<file path="config.mk">
export PLATFORM = sky130hd
export DESIGN_NAME = stpc_top
export DESIGN_NICKNAME = d
export VERILOG_FILES = /design/src/common/stpc_pkg.sv /design/src/verilog/stpc_top.sv /design/src/verilog/stpc_pattern.sv /design/src/verilog/stpc_taps.sv
export SDC_FILE = /design/constraint.sdc
export NUM_CORES = 1
export LEC_CHECK = 0
export ABC_AREA = 0
export BUFFER_PORTS_ARGS = -buffer_cell sky130_fd_sc_hd__buf_2
export CAP_MARGIN = 0
export CORE_MARGIN = 3
export CORE_UTILIZATION = 55
export DETAILED_ROUTE_END_ITERATION = 12
export PLACE_DENSITY = 0.77
export SLEW_MARGIN = 40
export SYNTH_ARGS = -nofsm -noshare
export SYNTH_HDL_FRONTEND = slang
export SYNTH_SLANG_ARGS = --single-unit
</file>
<file path="constraint.sdc">
create_clock -name pclk -period 2.6 [get_ports pclk]
set_clock_uncertainty 0.2 [all_clocks]
set_input_delay 0.26 -clock pclk [delete_from_list [all_inputs] [get_ports pclk]]
set_output_delay 0.26 -clock pclk [all_outputs]
set_load 0.05 [all_outputs]
</file>
<file path="src/common/stpc_pkg.sv">
// Constants, field layouts and carrier types for the lane transmit and peripheral control block.
// Assumes byte addressing on a 32-bit APB bus, one aligned word per register.
package stpc_pkg;

  localparam int unsigned NUM_LANES = 4;

  localparam logic [31:0] ADDR_ID = 32'h0000_0000;
  localparam logic [31:0] ADDR_CTRL = 32'h0000_0004;
  localparam logic [31:0] ADDR_SET = 32'h0000_0014;
  localparam logic [31:0] ADDR_USER = 32'h0000_0020;
  localparam logic [31:0] ADDR_LANE_BASE = 32'h0262_0368;
  localparam logic [31:0] LANE_STRIDE = 32'h0000_0008;

  localparam int unsigned CTRL_FREE_BIT = 0;
  localparam int unsigned CTRL_SOFT_BIT = 1;
  localparam int unsigned CTRL_PERIPHERAL_ON_BIT = 2;
  localparam int unsigned CTRL_LOCAL_BIT = 3;
  localparam int unsigned CTRL_RESTORE_BIT = 4;
  localparam logic CTRL_FREE_RST = 1'b1;
  localparam logic CTRL_SOFT_RST = 1'b0;
  localparam logic CTRL_PERIPHERAL_ON_RST = 1'b0;
  localparam logic CTRL_LOCAL_RST = 1'b0;

  localparam logic [31:0] SET_RST = 32'h0005_3800;
  localparam logic [31:0] SET_WMASK = 32'hffff_feff;
  localparam logic [19:0] USER_RST = 20'h66666;
  localparam logic [31:0] LANE_RST = 32'h0000_0004;
  localparam logic [31:0] LANE_WMASK = 32'h03ff_ffff;
  localparam logic [4:0] USER_LAST = 5'h13;

  localparam logic [2:0] TP_OFF = 3'h0;
  localparam logic [2:0] TP_ALT = 3'h1;
  localparam logic [2:0] TP_PRBS7 = 3'h2;
  localparam logic [2:0] TP_PRBS23 = 3'h3;
  localparam logic [2:0] TP_PRBS31 = 3'h4;
  localparam logic [2:0] TP_USER = 3'h5;

  localparam logic [1:0] LB_OFF = 2'h0;
  localparam logic [1:0] LB_RSVD = 2'h1;
  localparam logic [1:0] LB_DRV_OFF = 2'h2;
  localparam logic [1:0] LB_DRV_ON = 2'h3;

  // Identification fields; every value except the scheme is arbitrary.
  localparam logic [1:0] ID_SCHEME = 2'h1;
  localparam logic [1:0] ID_UNIT = 2'h2;
  localparam logic [11:0] ID_FUNC = 12'h5a5;
  localparam logic [4:0] ID_RELEASE = 5'h01;
  localparam logic [2:0] ID_MAJOR = 3'h1;
  localparam logic [1:0] ID_CUSTOM = 2'h0;
  localparam logic [5:0] ID_MINOR = 6'h00;
  localparam logic [31:0] ID_VALUE = {ID_SCHEME, ID_UNIT, ID_FUNC, ID_RELEASE, ID_MAJOR, ID_CUSTOM, ID_MINOR};

  typedef struct packed {
    logic [5:0] reserved;
    logic [2:0] test_sequence_select;
    logic [1:0] loopback;
    logic lane_sync_master;
    logic tap_weight_update;
    logic [4:0] post_cursor_weight;
    logic [2:0] pre_cursor_weight;
    logic [3:0] swing;
    logic pair_polarity_swap;
    logic [1:0] rate;
    logic [2:0] parallel_width_select;
    logic transmitter_on;
  } stpc_lane_cfg_t;

  typedef struct packed {
    logic transmitter_on;
    logic driver_on;
    logic loopback_on;
    logic lane_sync_master;
    logic [1:0] rate;
    logic [2:0] parallel_width_select;
    logic [3:0] swing;
    logic signed [5:0] post_weight;
    logic signed [3:0] pre_weight;
  } stpc_lane_out_t;

  // Post-cursor weight in 2.5 % steps: top bit is the sign, low four bits the magnitude.
  function automatic logic signed [5:0] post_weight_f(input logic [4:0] code);
    logic signed [5:0] mag;
    mag = $signed({2'h0, code[3:0]});
    post_weight_f = code[4] ? -mag : mag;
  endfunction

  // Pre-cursor weight in 2.5 % steps, never positive.
  function automatic logic signed [3:0] pre_weight_f(input logic [2:0] code);
    pre_weight_f = -$signed({1'h0, code});
  endfunction

endpackage

</file>
<file path="src/verilog/stpc_top.sv">
// APB register bank for the lane transmit configuration and the peripheral control words.
// Assumes a zero-wait APB master and macro-side inputs synchronous to pclk.
//
// How it works
// (RULE1) Test sequence code picks off, alternating, three PRBS, or user pattern; 11x reserved.
// (RULE2) Short PRBS comes from a seven-stage LFSR, x^7 + x^6 + 1.
// (RULE3) Medium PRBS comes from a twenty-three stage LFSR, x^23 + x^18 + 1.
// (RULE4) Long PRBS comes from a thirty-one stage LFSR, x^31 + x^28 + 1.
// (RULE5) User code repeats a twenty-bit pattern from its own register, default 0x66666.
// (RULE6) Alternating code toggles every unit interval, period two intervals.
// (RULE7) Loopback code: off, reserved, loop with driver off, loop with driver on.
// (RULE8) Software sets sync master on single lanes or the lowest lane of an aggregate.
// (RULE9) Tap weights load only while lane byte clock and update bit are both high.
// (RULE10) Post-cursor code is sign and four-bit magnitude in 2.5 percent steps.
// (RULE11) Pre-cursor code gives zero down to -17.5 percent in 2.5 percent steps.
// (RULE12) Polarity swap bit exchanges the positive and negative lane outputs.
// (RULE13) Rate field selects full, half, quarter or eighth rate to the macro.
// (RULE14) Transmitter-on bit switches the lane transmitter off at 0, on at 1.
// (RULE15) Software always programs parallel width code 010b, twenty-bit interface.
// (RULE16) Identification word is constant; writes to it change nothing.
// (RULE17) Identification word layout: scheme 01, unit, function, release, major, custom, minor.
// (RULE18) Module control bits in the control word are writable only while peripheral on.
// (RULE19) Writing one to restore sets local traffic back to accepted.
// (RULE20) Local status drops to discard while module reset is low; 1 means accept.
// (RULE21) Peripheral on resets to 0; while 0 the logical layer neither sends nor accepts.
// (RULE22) Software turns the peripheral on last during bring-up.
// (RULE23) Emulation soft resets to 0 and free resets to 1.
//
// Design decision made here: register access over APB.
`timescale 1ns/10ps
module stpc_top (
  input wire logic pclk,
  input wire logic presetn,
  input wire logic psel,
  input wire logic penable,
  input wire logic pwrite,
  input wire logic [31:0] paddr,
  input wire logic [31:0] pwdata,
  input wire logic [3:0] pstrb,
  output logic [31:0] prdata,
  output logic pready,
  output logic pslverr,
  input wire logic [stpc_pkg::NUM_LANES-1:0] byte_clk,
  input wire logic [stpc_pkg::NUM_LANES-1:0] tx_data,
  input wire logic module_rst_n,
  output logic [stpc_pkg::NUM_LANES-1:0] tx_p,
  output logic [stpc_pkg::NUM_LANES-1:0] tx_n,
  output wire stpc_pkg::stpc_lane_out_t [stpc_pkg::NUM_LANES-1:0] lane_out,
  output logic peripheral_on,
  output logic local_rx_accept,
  output logic emu_soft,
  output logic emu_free,
  output logic [31:0] settings_out
);

  localparam int unsigned NL = stpc_pkg::NUM_LANES;

  stpc_pkg::stpc_lane_cfg_t [NL-1:0] lane_q;
  logic [31:0] set_q;
  logic [19:0] user_q;
  logic peripheral_on_q;
  logic soft_q;
  logic free_q;
  logic local_accept_q;
  logic [31:0] rdata_q;
  logic [31:0] rd_mux;
  logic [NL-1:0] pat_bit;
  logic [NL-1:0] txp_q;
  logic [NL-1:0] txn_q;
  logic hit_id;
  logic hit_ctrl;
  logic hit_set;
  logic hit_user;
  logic [NL-1:0] hit_lane;
  logic mapped;
  logic wr_en;
  logic rd_setup;
  logic restore_pulse;

  // Byte lanes of a write merged over the old contents.
  function automatic logic [31:0] merge_f(input logic [31:0] old_v, input logic [31:0] new_v,
                                          input logic [3:0] strb);
    merge_f = old_v;
    for (int b = 0; b < 4; b++) begin
      if (strb[b]) begin
        merge_f[b*8 +: 8] = new_v[b*8 +: 8];
      end
    end
  endfunction

  function automatic logic [31:0] lane_addr_f(input int unsigned n);
    lane_addr_f = stpc_pkg::ADDR_LANE_BASE + 32'(stpc_pkg::LANE_STRIDE * n);
  endfunction

  always_comb begin
    hit_id = (paddr == stpc_pkg::ADDR_ID);
    hit_ctrl = (paddr == stpc_pkg::ADDR_CTRL);
    hit_set = (paddr == stpc_pkg::ADDR_SET);
    hit_user = (paddr == stpc_pkg::ADDR_USER);
    for (int i = 0; i < NL; i++) begin
      hit_lane[i] = (paddr == lane_addr_f(i));
    end
    mapped = hit_id | hit_ctrl | hit_set | hit_user | (|hit_lane);
  end

  // Writes take effect in the access phase; reads are captured in setup so prdata comes from a flop.
  assign wr_en = psel && penable && pwrite && mapped;
  assign rd_setup = psel && !penable && !pwrite;
  assign pready = 1'b1;
  assign pslverr = psel && penable && !mapped;

  // Restore is a module bit, so it only acts while the peripheral is on.
  assign restore_pulse = wr_en && hit_ctrl && pstrb[0] && pwdata[stpc_pkg::CTRL_RESTORE_BIT] && peripheral_on_q; // [RULE18]

  always_ff @(posedge pclk or negedge presetn) begin
    if (!presetn) begin
      peripheral_on_q <= stpc_pkg::CTRL_PERIPHERAL_ON_RST; // [RULE21]
      soft_q <= stpc_pkg::CTRL_SOFT_RST; // [RULE23]
      free_q <= stpc_pkg::CTRL_FREE_RST; // [RULE23]
    end else if (wr_en && hit_ctrl && pstrb[0]) begin
      peripheral_on_q <= pwdata[stpc_pkg::CTRL_PERIPHERAL_ON_BIT];
      soft_q <= pwdata[stpc_pkg::CTRL_SOFT_BIT];
      free_q <= pwdata[stpc_pkg::CTRL_FREE_BIT];
    end
  end

  // Module reset wins over a restore in the same cycle so no packet slips in during reset.
  always_ff @(posedge pclk or negedge presetn) begin
    if (!presetn) begin
      local_accept_q <= stpc_pkg::CTRL_LOCAL_RST;
    end else if (!module_rst_n) begin
      local_accept_q <= 1'b0; // [RULE20]
    end else if (restore_pulse) begin
      local_accept_q <= 1'b1; // [RULE19]
    end
  end

  always_ff @(posedge pclk or negedge presetn) begin
    if (!presetn) begin
      set_q <= stpc_pkg::SET_RST;
    end else if (wr_en && hit_set) begin
      set_q <= merge_f(set_q, pwdata, pstrb) & stpc_pkg::SET_WMASK;
    end
  end

  always_ff @(posedge pclk or negedge presetn) begin
    if (!presetn) begin
      user_q <= stpc_pkg::USER_RST; // [RULE5]
    end else if (wr_en && hit_user) begin
      user_q <= 20'(merge_f({12'h000, user_q}, pwdata, pstrb));
    end
  end

  // The width field is stored as written; the 010b setting is left to software.
  always_ff @(posedge pclk or negedge presetn) begin
    if (!presetn) begin
      for (int i = 0; i < NL; i++) begin
        lane_q[i] <= stpc_pkg::LANE_RST;
      end
    end else begin
      for (int i = 0; i < NL; i++) begin
        if (wr_en && hit_lane[i]) begin
          lane_q[i] <= merge_f(lane_q[i], pwdata, pstrb) & stpc_pkg::LANE_WMASK;
        end
      end
    end
  end

  always_comb begin
    rd_mux = 32'h0000_0000;
    if (hit_id) begin
      rd_mux = stpc_pkg::ID_VALUE; // [RULE16] [RULE17]
    end
    if (hit_ctrl) begin
      rd_mux[stpc_pkg::CTRL_LOCAL_BIT] = local_accept_q;
      rd_mux[stpc_pkg::CTRL_PERIPHERAL_ON_BIT] = peripheral_on_q;
      rd_mux[stpc_pkg::CTRL_SOFT_BIT] = soft_q;
      rd_mux[stpc_pkg::CTRL_FREE_BIT] = free_q;
    end
    if (hit_set) begin
      rd_mux = set_q;
    end
    if (hit_user) begin
      rd_mux = {12'h000, user_q};
    end
    for (int i = 0; i < NL; i++) begin
      if (hit_lane[i]) begin
        rd_mux = lane_q[i];
      end
    end
  end

  always_ff @(posedge pclk or negedge presetn) begin
    if (!presetn) begin
      rdata_q <= 32'h0000_0000;
    end else if (rd_setup) begin
      rdata_q <= rd_mux;
    end
  end

  assign prdata = rdata_q;

  genvar g;
  generate
    for (g = 0; g < NL; g++) begin : gen_lane
      stpc_pattern u_pattern (
        .pclk(pclk),
        .presetn(presetn),
        .sel(lane_q[g].test_sequence_select),
        .user_bits(user_q),
        .data_in(tx_data[g]),
        .bit_q(pat_bit[g])
      );

      stpc_taps u_taps (
        .pclk(pclk),
        .presetn(presetn),
        .byte_clk(byte_clk[g]),
        .update(lane_q[g].tap_weight_update),
        .post_code(lane_q[g].post_cursor_weight),
        .pre_code(lane_q[g].pre_cursor_weight),
        .post_weight_q(lane_out[g].post_weight),
        .pre_weight_q(lane_out[g].pre_weight)
      );

      assign lane_out[g].transmitter_on = lane_q[g].transmitter_on; // [RULE14]
      // Driver is dark when the lane is off or in the driver-off loopback.
      assign lane_out[g].driver_on = lane_q[g].transmitter_on && (lane_q[g].loopback != stpc_pkg::LB_DRV_OFF); // [RULE7]
      // The reserved loopback code is treated as no loopback.
      assign lane_out[g].loopback_on = lane_q[g].loopback[1]; // [RULE7]
      assign lane_out[g].lane_sync_master = lane_q[g].lane_sync_master; // [RULE8]
      assign lane_out[g].rate = lane_q[g].rate; // [RULE13]
      assign lane_out[g].parallel_width_select = lane_q[g].parallel_width_select; // [RULE15]
      assign lane_out[g].swing = lane_q[g].swing;
    end
  endgenerate

  always_ff @(posedge pclk or negedge presetn) begin
    if (!presetn) begin
      txp_q <= '0;
      txn_q <= '1;
    end else begin
      for (int i = 0; i < NL; i++) begin
        txp_q[i] <= pat_bit[i] ^ lane_q[i].pair_polarity_swap; // [RULE12]
        txn_q[i] <= ~(pat_bit[i] ^ lane_q[i].pair_polarity_swap); // [RULE12]
      end
    end
  end

  assign tx_p = txp_q;
  assign tx_n = txn_q;
  assign peripheral_on = peripheral_on_q; // [RULE21]
  assign local_rx_accept = local_accept_q;
  assign emu_soft = soft_q;
  assign emu_free = free_q;
  assign settings_out = set_q;
endmodule

</file>
<file path="src/verilog/stpc_pattern.sv">
// Per-lane serial bit source: mission data or one of the test sequences, one bit per clock.
// Assumes one unit interval per pclk cycle; the serialiser outside stretches it to line rate.
`timescale 1ns/10ps
module stpc_pattern (
  input wire logic pclk,
  input wire logic presetn,
  input wire logic [2:0] sel,
  input wire logic [19:0] user_bits,
  input wire logic data_in,
  output logic bit_q
);

  logic [6:0] prbs7_q;
  logic [22:0] prbs23_q;
  logic [30:0] prbs31_q;
  logic [4:0] user_idx_q;
  logic alt_q;
  logic bit_d;

  // The generators free-run so that a mode switch never starts from a stuck all-zero state.
  always_ff @(posedge pclk or negedge presetn) begin
    if (!presetn) begin
      prbs7_q <= 7'h7f;
      prbs23_q <= 23'h7fffff;
      prbs31_q <= 31'h7fffffff;
    end else begin
      prbs7_q <= {prbs7_q[5:0], prbs7_q[6] ^ prbs7_q[5]}; // [RULE2]
      prbs23_q <= {prbs23_q[21:0], prbs23_q[22] ^ prbs23_q[17]}; // [RULE3]
      prbs31_q <= {prbs31_q[29:0], prbs31_q[30] ^ prbs31_q[27]}; // [RULE4]
    end
  end

  always_ff @(posedge pclk or negedge presetn) begin
    if (!presetn) begin
      user_idx_q <= 5'h00;
      alt_q <= 1'b0;
    end else begin
      user_idx_q <= (user_idx_q == stpc_pkg::USER_LAST) ? 5'h00 : user_idx_q + 5'h01; // [RULE5]
      alt_q <= ~alt_q; // [RULE6]
    end
  end

  always_comb begin
    unique case (sel) // [RULE1]
      stpc_pkg::TP_OFF: bit_d = data_in;
      stpc_pkg::TP_ALT: bit_d = alt_q;
      stpc_pkg::TP_PRBS7: bit_d = prbs7_q[6];
      stpc_pkg::TP_PRBS23: bit_d = prbs23_q[22];
      stpc_pkg::TP_PRBS31: bit_d = prbs31_q[30];
      stpc_pkg::TP_USER: bit_d = user_bits[user_idx_q];
      default: bit_d = 1'b0;
    endcase
  end

  always_ff @(posedge pclk or negedge presetn) begin
    if (!presetn) begin
      bit_q <= 1'b0;
    end else begin
      bit_q <= bit_d;
    end
  end
endmodule

</file>
<file path="src/verilog/stpc_taps.sv">
// Transmit filter tap weight holding register for one lane.
// Assumes the lane byte clock arrives as a level synchronous to pclk.
`timescale 1ns/10ps
module stpc_taps (
  input wire logic pclk,
  input wire logic presetn,
  input wire logic byte_clk,
  input wire logic update,
  input wire logic [4:0] post_code,
  input wire logic [2:0] pre_code,
  output logic signed [5:0] post_weight_q,
  output logic signed [3:0] pre_weight_q
);

  // Loading only while both levels are high keeps the analog filter from seeing half-written codes.
  always_ff @(posedge pclk or negedge presetn) begin
    if (!presetn) begin
      post_weight_q <= 6'sh00;
      pre_weight_q <= 4'sh0;
    end else if (byte_clk && update) begin // [RULE9]
      post_weight_q <= stpc_pkg::post_weight_f(post_code); // [RULE10]
      pre_weight_q <= stpc_pkg::pre_weight_f(pre_code); // [RULE11]
    end
  end

endmodule

</file>
==> impl_metrics.json, run 1 <==
{
  "path_cells": "mux4_2, mux4_2, a221oi_1, nor2_1",
  "post_drt_wl_per_cell_um": 23.5,
  "min_period_ns": 2.46,
  "rsz0062_at_grt": "false",
  "synth_area_um2": 20000,
  "p_int_mw": 12.3,
  "root_buffer": "clkbuf_16",
  "cp.arrival_ns": 2.70,
  "yosys_warnings": 0,
  "power.switching_mw": 3.66,
  "synth_top_cell_area_share_pct": 35.2,
  "r2r_cells": 4,
  "max_freq_mhz": 407,
  "critPathBufInv": 0,
  "power_leakage_nw": 11.1,
  "fp.coreArea_um2": 35700,
  "htreeDepth": 2,
  "grt_pass1_vias": 13413,
  "drt-initial-drc-count": 1192,
  "synth.avg_cell_area_um2": 14.1,
  "irDropWorstVdd_uv": 528,
  "fin_nets": 1837,
  "synthArstFlopShare_pct": 100,
  "grt_max_degree": 98,
  "hold_path.class": "in2async",
  "io_buffers": 249,
  "cp_top_family": "multiplexers",
  "combinationalPowerShare_pct": 5.3,
  "cts.clk_slew.worst_paths_ns": 0.06,
  "die_h_um": 197,
  "ys_ff_latch": 511,
  "crit_top_cell": "mux4_2",
  "rows": 69,
  "tns_ns": 0,
  "cts_tree": "built",
  "yosysMostFrequentCell": "dfstp_2",
  "pwr_density_cell_nw_per_um2": 661,
  "instances_no_fill": 2245,
  "crit_cells": 4,
  "antenna_found_initial": 4,
  "synth_area_leaders": "dfstp_2 35%, dfrtp_1 30%, mux2_2 8.9%",
  "clock_path_buffers": 3,
  "synth_top_cell_by_area": "dfstp_2",
  "path_max_fanout": 5,
  "critPathLaunchType": "flop",
  "cts_setup_buffers": 0,
  "report.final.slew_viol_count": 0,
  "routed_wl_mm": 52.7,
  "fillers": 2535,
  "initial_utilization_pct": 56.0,
  "die_w_um": 197,
  "worst_slew_margin_rel_pct": 62.9,
  "num_io_pins": 252,
  "grt_remaining_overflow": 0,
  "ys_seq_area_share_pct": 65.6,
  "switching_share_pct": 23.0,
  "synth_cells": 1418,
  "cts_resized": 0,
  "cap_violations": 0,
  "dp_hpwl_mm": 37.3,
  "seq_power_share_pct": 50.7,
  "hold_viol_final": 0,
  "vias": 13124,
  "antennaDiodeCount": 0,
  "synth_commonest_cells": "268 x dfstp_2, 243 x dfrtp_1, 158 x mux2_2, 102 x nand2_1, 94 x o21ai_0",
  "route.detailed.drc": 0,
  "synth_edf_count": 0,
  "slowest_delay_ns": 0.55,
  "synth_ff_type": "dfstp_2",
  "area_growth_pct": 20.4,
  "design.die.area_um2": 38700,
  "final_antenna_net_count": 0,
  "syn_nets": 1512,
  "critPathRequiredTime_ns": 2.85,
  "clock-sinks": 511,
  "timing_worst_setup_path_type": "reg2reg",
  "clk_latency_ns": 0.59,
  "total_power_mw": 15.9,
  "track_usage_pct": 27.7,
  "dpl.cell_count": 2115,
  "numCtsBuffers": 50,
  "cp-end-kind": "flop",
  "period_share_pct": 94.4,
  "pwr-share-clk_pct": 44.1,
  "grt_pass1_wl_mm": 81.3,
  "synth.distinct_cells": 69,
  "drive_above_1_share_pct": 51.6,
  "place.gp.congestion": 0.898,
  "status": "completed",
  "firstDrtPassIters": 7,
  "setup_viol": 0,
  "cp_slowest_cell": "mux4_2",
  "tightest_slew_ns": 0.552,
  "viasPerCell": 5.85
}
[cells in the final DEF, fill, tap and decap left out, types with 8 or more instances in the layout]
cell type      Yosys  routed
nor2_1            43      42
buf_2              5     248
clkbuf_16          0      51
or2_2              7       8
nand2_1          102     102
o22ai_1           24      24
nor3_4            12      12
xor2_1            24      24
nor3_1            14      14
nand3_1           21      21
mux2_2           158     158
a21oi_1           40      40
o21ai_0           94      94
mux4_2            28      28
a221oi_1          12      12
or3_1              8       8
dfstp_2          268     268
buf_12             0      16
mux2i_1           11      11
xnor2_1            8       8
a31o_2            11      11
dfrtp_1          243     243
inv_1             38      38
a22o_1            16      16
buf_4             50      74
clkbuf_8           0       9
clkbuf_1          39      20
ha_1              12      12
dlygate4sd3_1      0      37
[power groups by stage]
stage | Clock [mW] | Sequential, mW | Combinational [mW]
floorplan | 0 | 8.38 | 0.187
global placement | 0 | 8.19 | 0.789
detailed placement | 0 | 8.19 | 0.801
CTS | 7.16 | 8.07 | 0.848
global route | 7.52 | 8.07 | 0.906
finish | 7.02 | 8.07 | 0.843
[cell type report]
class | count | area [µm²] | share of cell area, %
sequential | 511 | 13100 | 54.5
timing repair buffer | 376 | 2500 | 10.4
tap | 461 | 577 | 2.39
multi-input combinational | 766 | 6150 | 25.5
inverter | 38 | 143 | 0.592
clock inverter | 13 | 123 | 0.509
clock buffer | 80 | 1480 | 6.12
[final timing paths]
check	from	end	slack (ns)
min in group pclk	pstrb[3]	lane_q[57]	0.04
max in group asynchronous	presetn	gen_lane[1].u_pattern.prbs23_q[5]	1.30
setup / recovery	gen_lane[0].u_pattern.user_idx_q[0]	gen_lane[0].u_pattern.bit_q	0.14
hold / removal	presetn	gen_lane[0].u_taps.pre_weight_q[3]	0.02
hold reg to reg	gen_lane[0].u_pattern.prbs7_q[3]	gen_lane[0].u_pattern.prbs7_q[4]	0.15
setup reg to reg	gen_lane[0].u_pattern.user_idx_q[0]	gen_lane[0].u_pattern.bit_q	0.14
[repair_timing]
action | 4_1_cts | 5_1_grt
hold buffers | 37 | 0
setup endpoints to repair | 0 | 0
hold endpoints to repair | 407 | 0
[per-stage QoR]
step / util (%) / hold WS (ns) / instance area (µm²) / setup slack, ns
after global routing: 67.4 / 0.0347 / 24100 / 0.0519
final: 67.4 / 0.0189 / 24100 / 0.145
after global placement: 61.9 / 0.0216 / 22100 / 0.0832
after floorplan: - / -0.236 / 20000 / 0.215
after CTS: 67.4 / 0.00221 / 24100 / 0.124
after detailed placement: 61.9 / 0.0277 / 22100 / 0.0587
[worst register-to-register path, delay by kind of cell, from the launching register on]
family | cells | cell delay (ns)
DFF | 1 | 0.50
and+or+nand+nor | 1 | 0.14
AOI/OAI and AO/OA | 1 | 0.43
muxes | 2 | 1.04
[layer usage]
| layer | wire, µm | global-route usage, % | vias up |
|---|---|---|---|
| met5 | 38 | 0 | - |
| met4 | 1580 | 9.82 | 6 |
| met3 | 4310 | 5.47 | 115 |
| met2 | 25000 | 44.4 | 599 |
| met1 | 21800 | 38.5 | 6724 |
| li1 | - | - | 5680 |
[flip-flops by register name, indices dropped and copies added, names as in the netlist]
register	cells
emu_free	1
emu_soft	1
gen_lane.u_pattern.alt_q	4
gen_lane.u_pattern.bit_q	4
gen_lane.u_pattern.prbs23_q	92
gen_lane.u_pattern.prbs31_q	124
gen_lane.u_pattern.prbs7_q	28
gen_lane.u_pattern.user_idx_q	20
gen_lane.u_taps.post_weight_q	24
gen_lane.u_taps.pre_weight_q	16
lane_out	48
lane_q	56
local_rx_accept	1
peripheral_on	1
prdata	32
settings_out	31
tx_n	4
tx_p	4
user_q	20
[kinds of logic (layout without fill, tap and decap cells)]
family	after synthesis	count (layout)	synth area share, %
mux	201	201	12.8
other cells	2	2	0.0375
buf+inv	141	507	3.76
compound gates	253	253	8.19
simple gates	266	266	7.45
fa+ha+maj	12	12	0.750
xor+xnor	32	32	1.40
flops	511	511	65.6
Power figures use the tool's default switching activity.
==> inputs of run 2 (changes only) <==
- PLACE_DENSITY: 0.77 -> 0.76
==> run 2 against run 1 <==
Cell area increased by 0.87%. Register-to-register slack got worse by 0.02 ns. Combinational power increased by 2%. Power increased by 3.6%. Non-clock buffer count increased by 4. Utilization increased by 0.58 points. First-iteration DRC count decreased by 21%. Clock power increased by 8.0%.
==> impl_metrics.json, run 2 (same netlist as run 1, synthesis figures left out) <==
{
  "status": "completed",
  "grt_pass1_vias": 13826,
  "finalWorstSetupSlack_ns": 0.0436,
  "drive_above_1_share_pct": 52.2,
  "place_ws_ns": 0.00379,
  "r2r-end": "gen_lane[2].u_pattern.bit_q",
  "top_register": "gen_lane.u_pattern.prbs31_q",
  "power_leakage_nw": 11.2,
  "cts_tree": "built",
  "power.switching_mw": 3.75,
  "die_w_um": 197,
  "rsz0062_at_grt": "false",
  "p_int_mw": 12.8,
  "combinationalPowerShare_pct": 5.2,
  "rows": 69,
  "fp.coreArea_um2": 35700,
  "r2r_cells": 4,
  "cp.arrival_ns": 2.10,
  "post_drt_wl_per_cell_um": 23.8,
  "pwr_density_cell_nw_per_um2": 679,
  "clock-sinks": 511,
  "place_area_um2": 22200,
  "gr-usage-met3_pct": 7.64,
  "min_period_ns": 2.56,
  "track_usage_pct": 27.7,
  "routed_wl_mm": 53.6,
  "r2r_slack_ns": 0.12,
  "numCtsBuffers": 50,
  "top_regs": "gen_lane.u_pattern.prbs31_q x124, gen_lane.u_pattern.prbs23_q x92, lane_q x56",
  "vias": 13262,
  "use_met2_pct": 43.0,
  "seq_power_share_pct": 48.9,
  "worst_slew_margin_rel_pct": 61.7,
  "cts_resized": 0,
  "antenna_found_initial": 4,
  "grt_remaining_overflow": 0,
  "clock_path_buffers": 3,
  "area_growth_pct": 21.4,
  "hold_path.class": "in2async",
  "fin_nets": 1841,
  "final_common_cell": "dfstp_2",
  "grt_max_degree": 86,
  "final_cell_mix": "268 x dfstp_2, 248 x buf_2, 243 x dfrtp_1",
  "total_power_mw": 16.5,
  "viasPerCell": 5.89,
  "cp-end-kind": "primary output",
  "firstDrtPassIters": 5,
  "switching_share_pct": 22.7,
  "root_buffer": "clkbuf_16",
  "cts.clk_slew.worst_paths_ns": 0.06,
  "cap_violations": 0,
  "fillers": 2460,
  "period_share_pct": 98.3,
  "top_usage_layer": "met2",
  "hold_viol_final": 0,
  "report.final.slew_viol_count": 0,
  "design.die.area_um2": 38700,
  "tightest_slew_ns": 0.569,
  "cp-endpoint": "pslverr",
  "clk_latency_ns": 0.58,
  "path_max_fanout": 11,
  "irDropWorstVdd_uv": 652,
  "initial_utilization_pct": 56.0,
  "critPathLaunchType": "input port",
  "num_io_pins": 252,
  "reg2reg_from": "gen_lane[2].u_pattern.user_idx_q[0]",
  "worstSetupStartpoint": "paddr[16]",
  "route.detailed.drc": 0,
  "stdcell_area_um2": 24300,
  "tns_ns": 0,
  "dp_hpwl_mm": 37.4,
  "drt-initial-drc-count": 941,
  "timing_worst_setup_path_type": "in2out",
  "setup_viol": 0,
  "place.gp.congestion": 0.907,
  "largest_register_ffs": 124,
  "max_freq_mhz": 391,
  "htreeDepth": 2,
  "met1_usage_pct": 37.6,
  "grt_pass1_wl_mm": 81.4,
  "die_h_um": 197,
  "pwr-share-clk_pct": 45.9,
  "io_buffers": 249,
  "final_antenna_net_count": 0,
  "critPathRequiredTime_ns": 2.14
}
run 2: through the flow:
step | std cells | hold WS [ns] | util [%]
after CTS | 2250 | 0.0144 | 68.0
after floorplan | 1418 | -0.236 | -
after global routing | 2250 | 0.0169 | 68.0
final | 2251 | 0.0217 | 68.0
after detailed placement | 2120 | 0.0587 | 62.1
after global placement | 2120 | 0.0509 | 62.1
run 2: how the worst min path moves through the flow:
stage	start	endpoint	slack, ns	cells past startpoint
2_1_floorplan	presetn	emu_soft	-0.24	0
3_3_place_gp	presetn	lane_q[12]	0.05	1
3_5_place_dp	presetn	gen_lane[0].u_taps.post_weight_q[4]	0.06	1
4_1_cts	tx_data[1]	gen_lane[1].u_pattern.bit_q	0.01	4
5_1_grt	tx_data[1]	gen_lane[1].u_pattern.bit_q	0.02	4
6_report	presetn	gen_lane[0].u_taps.post_weight_q[4]	0.02	2
run 2: routing by layer:
metal  vias to the layer above  wire length (µm)
li1                       5692                 -
met1                      6758             21400
met2                       652             24400
met3                       154              5280
met4                         6              2460
met5                         -                42
run 2: what timing repair did:
| item | CTS | global route |
|---|---|---|
| hold endpoints to repair | 413 | 0 |
| hold buffers | 36 | 0 |
| buffers inserted | 0 | 0 |
run 2: final cells by class:
cell class	count	area, µm²	share of cell area [%]
repair buffers	380	2550	10.5
well taps	461	577	2.37
flip-flops and latches	511	13100	54.0
clock inverters	21	314	1.29
inverters	38	143	0.587
diodes	1	2.50	0.0103
multi-input cells	766	6150	25.3
clock buffers	73	1440	5.92
run 2: critical path: stages:
cell	delay (ns)
buf_2	0.10
nor4_1	0.34
nand3_1	0.17
buf_4	0.21
nor3_2	0.27
buf_4	0.24
and3_1	0.19
a211oi_2	0.07
buf_2	0.25
run 2: power groups by stage:
stage / combinational [mW] / sequential, mW / clock [mW]
finish: 0.862 / 8.06 / 7.58
global route: 0.922 / 8.06 / 8.06
CTS: 0.862 / 8.06 / 7.72
detailed placement: 0.817 / 8.19 / 0
global placement: 0.802 / 8.19 / 0
floorplan: 0.187 / 8.38 / 0
==> inputs of run 3 (changes only) <==
- GPL_TIMING_DRIVEN: default -> 0
==> run 3 against run 2 <==
Sequential cell count stayed put. Via count is 0.16% lower. Sequential share of layout area hardly changed. Combinational power hardly changed. Cell count is 1.1% higher. Worst setup slack better by 0.052 ns. Hold slack better by 0.034 ns. Clock power is 3.0% lower. Routed wire length is 1.1% higher. Highest routed layer unchanged. Cell area hardly changed. Largest cell class unchanged. Die area stayed put.
==> impl_metrics.json, run 3 (same netlist as run 1, synthesis figures left out) <==
{
  "tightest_slew_ns": 0.855,
  "place.gp.congestion": 0.934,
  "track_usage_pct": 28.4,
  "final_antenna_net_count": 0,
  "htreeDepth": 2,
  "status": "completed",
  "vias": 13241,
  "worst_slew_margin_rel_pct": 42.7,
  "grt_pass1_wl_mm": 82.8,
  "cp.arrival_ns": 2.04,
  "final_common_cell": "dfstp_2",
  "largest_register_ffs": 124,
  "switching_share_pct": 22.5,
  "combinationalPowerShare_pct": 5.3,
  "clock_path_buffers": 3,
  "pwr-share-clk_pct": 45.2,
  "area_growth_pct": 21.5,
  "dpl.cell_count": 2131,
  "cts.clk_slew.worst_paths_ns": 0.06,
  "grt_pass1_vias": 13896,
  "antenna_found_initial": 7,
  "numCtsBuffers": 50,
  "pwr_density_cell_nw_per_um2": 670,
  "io_buffers": 246,
  "top_regs": "gen_lane.u_pattern.prbs31_q x124, gen_lane.u_pattern.prbs23_q x92, lane_q x56",
  "path_max_fanout": 10,
  "timing_worst_setup_path_type": "in2out",
  "drt-initial-drc-count": 992,
  "die_w_um": 197,
  "tns_ns": 0,
  "period_share_pct": 96.3,
  "fp.coreArea_um2": 35700,
  "grt_max_degree": 87,
  "firstDrtPassIters": 6,
  "hold_viol_final": 0,
  "post_drt_wl_per_cell_um": 23.8,
  "clk_latency_ns": 0.60,
  "seq_power_share_pct": 49.5,
  "hold_path.class": "in2async",
  "max_freq_mhz": 399,
  "fin_nets": 1865,
  "instances_no_fill": 2276,
  "min_period_ns": 2.50,
  "power_leakage_nw": 11.2,
  "drive_above_1_share_pct": 50.7,
  "irDropWorstVdd_uv": 631,
  "dp_hpwl_mm": 37.7,
  "root_buffer": "clkbuf_16",
  "design.die.area_um2": 38700,
  "final_cell_mix": "268 x dfstp_2, 251 x buf_2, 243 x dfrtp_1",
  "rows": 69,
  "slowest_delay_ns": 0.39,
  "path_cells": "buf_2, nor4_4, nand4_2, nor4_4, buf_6, a211oi_2, buf_2",
  "viasPerCell": 5.82,
  "cp_slowest_cell": "nor4_4",
  "initial_utilization_pct": 56.0,
  "total_power_mw": 16.3,
  "die_h_um": 197,
  "critPathLaunchType": "input port",
  "report.final.slew_viol_count": 0,
  "cts_tree": "built",
  "num_io_pins": 252,
  "setup_viol": 0,
  "p_int_mw": 12.6,
  "cap_violations": 0,
  "routed_wl_mm": 54.2,
  "power.switching_mw": 3.66,
  "critPathRequiredTime_ns": 2.14,
  "grt_remaining_overflow": 0,
  "cp-end-kind": "primary output",
  "top_register": "gen_lane.u_pattern.prbs31_q",
  "clock-sinks": 511,
  "route.detailed.drc": 0
}
==> run 3: cell types whose count changed in the layout (fill, tap and decap cells not counted), moves of 3 or more <==
| cell | previous run | this run |
|---|---|---|
| clkbuf_1 | 13 | 44 |
| buf_4 | 77 | 58 |
| buf_12 | 18 | 3 |
| clkbuf_2 | 0 | 7 |
| buf_16 | 0 | 6 |
| buf_6 | 0 | 5 |
| dlygate4sd3_1 | 36 | 41 |
| buf_1 | 0 | 4 |
| buf_2 | 248 | 251 |
| nor3_1 | 14 | 11 |
| nor4_2 | 3 | 0 |
| nor4_4 | 1 | 4 |
==> run 3: worst paths after layout <==
check	start	endpoint	slack [ns]	cells past startpoint
min in group pclk	paddr[5]	prdata[30]	0.08	5
worst max-delay path	paddr[11]	pslverr	0.1	7
worst max register to register	gen_lane[0].u_pattern.user_idx_q[0]	gen_lane[0].u_pattern.bit_q	0.12	4
worst min-delay path	presetn	gen_lane[0].u_pattern.prbs31_q[27]	0.06	2
max in group asynchronous	presetn	gen_lane[1].u_pattern.prbs23_q[18]	0.89	5
worst min register to register	gen_lane[1].u_pattern.prbs23_q[18]	gen_lane[1].u_pattern.prbs23_q[19]	0.13	0
==> run 3: layer usage <==
layer | wire, µm | up-vias | GRT usage, %
met5 | 23 | - | 0
met4 | 1910 | 6 | 10.1
met3 | 4470 | 128 | 7.20
met2 | 24800 | 523 | 44.0
met1 | 22900 | 6837 | 39.6
li1 | - | 5747 | -
==> run 3: power by group through the flow <==
stage / clock network, mW / registers (mW) / logic [mW]
after CTS: 7.51 / 8.06 / 0.858
after detailed placement: 0 / 8.19 / 0.803
after global placement: 0 / 8.18 / 0.756
final: 7.35 / 8.07 / 0.860
after global routing: 7.83 / 8.07 / 0.927
after floorplan: 0 / 8.38 / 0.187
==> run 3: area by class of cell <==
type                    instances  area [µm²]
flip-flops and latches        511       13100
fillers                      2546       11400
multi-input cells             766        6220
repair buffers                304        1940
clock buffers                  78        1490
plain buffers                 100         617
well taps                     461         577
clock inverters                15         198
inverters                      38         143
diodes                          3        7.51
==> run 3: stage by stage <==
stage          instance area, µm²  worst slack (ns)  util [%]  hold WS, ns
3_3_place_gp                21800             -8.43      61.1        0.146
5_1_grt                     24300          -0.00305      68.0       0.0553
2_1_floorplan               20000             0.215         -       -0.236
6_report                    24300            0.0957      68.0       0.0562
3_5_place_dp                22000            -0.946      61.6      -0.0148
4_1_cts                     24200           -0.0634      67.6       0.0234
==> run 3: critical path: cells and delay by family <==
kind                   cells  cell delay [ns]
AND/OR/NAND/NOR            3             1.06
buffers and inverters      3             0.59
AO/OA/AOI/OAI              1             0.14
==> run 3: what timing repair did <==
action	4_1_cts	5_1_grt
hold buffers	42	0
setup endpoints to repair	17	49
pin swaps	2	5
resized for setup	6	18
setup buffers	3	7
cloned	0	0
hold endpoints to repair	328	0
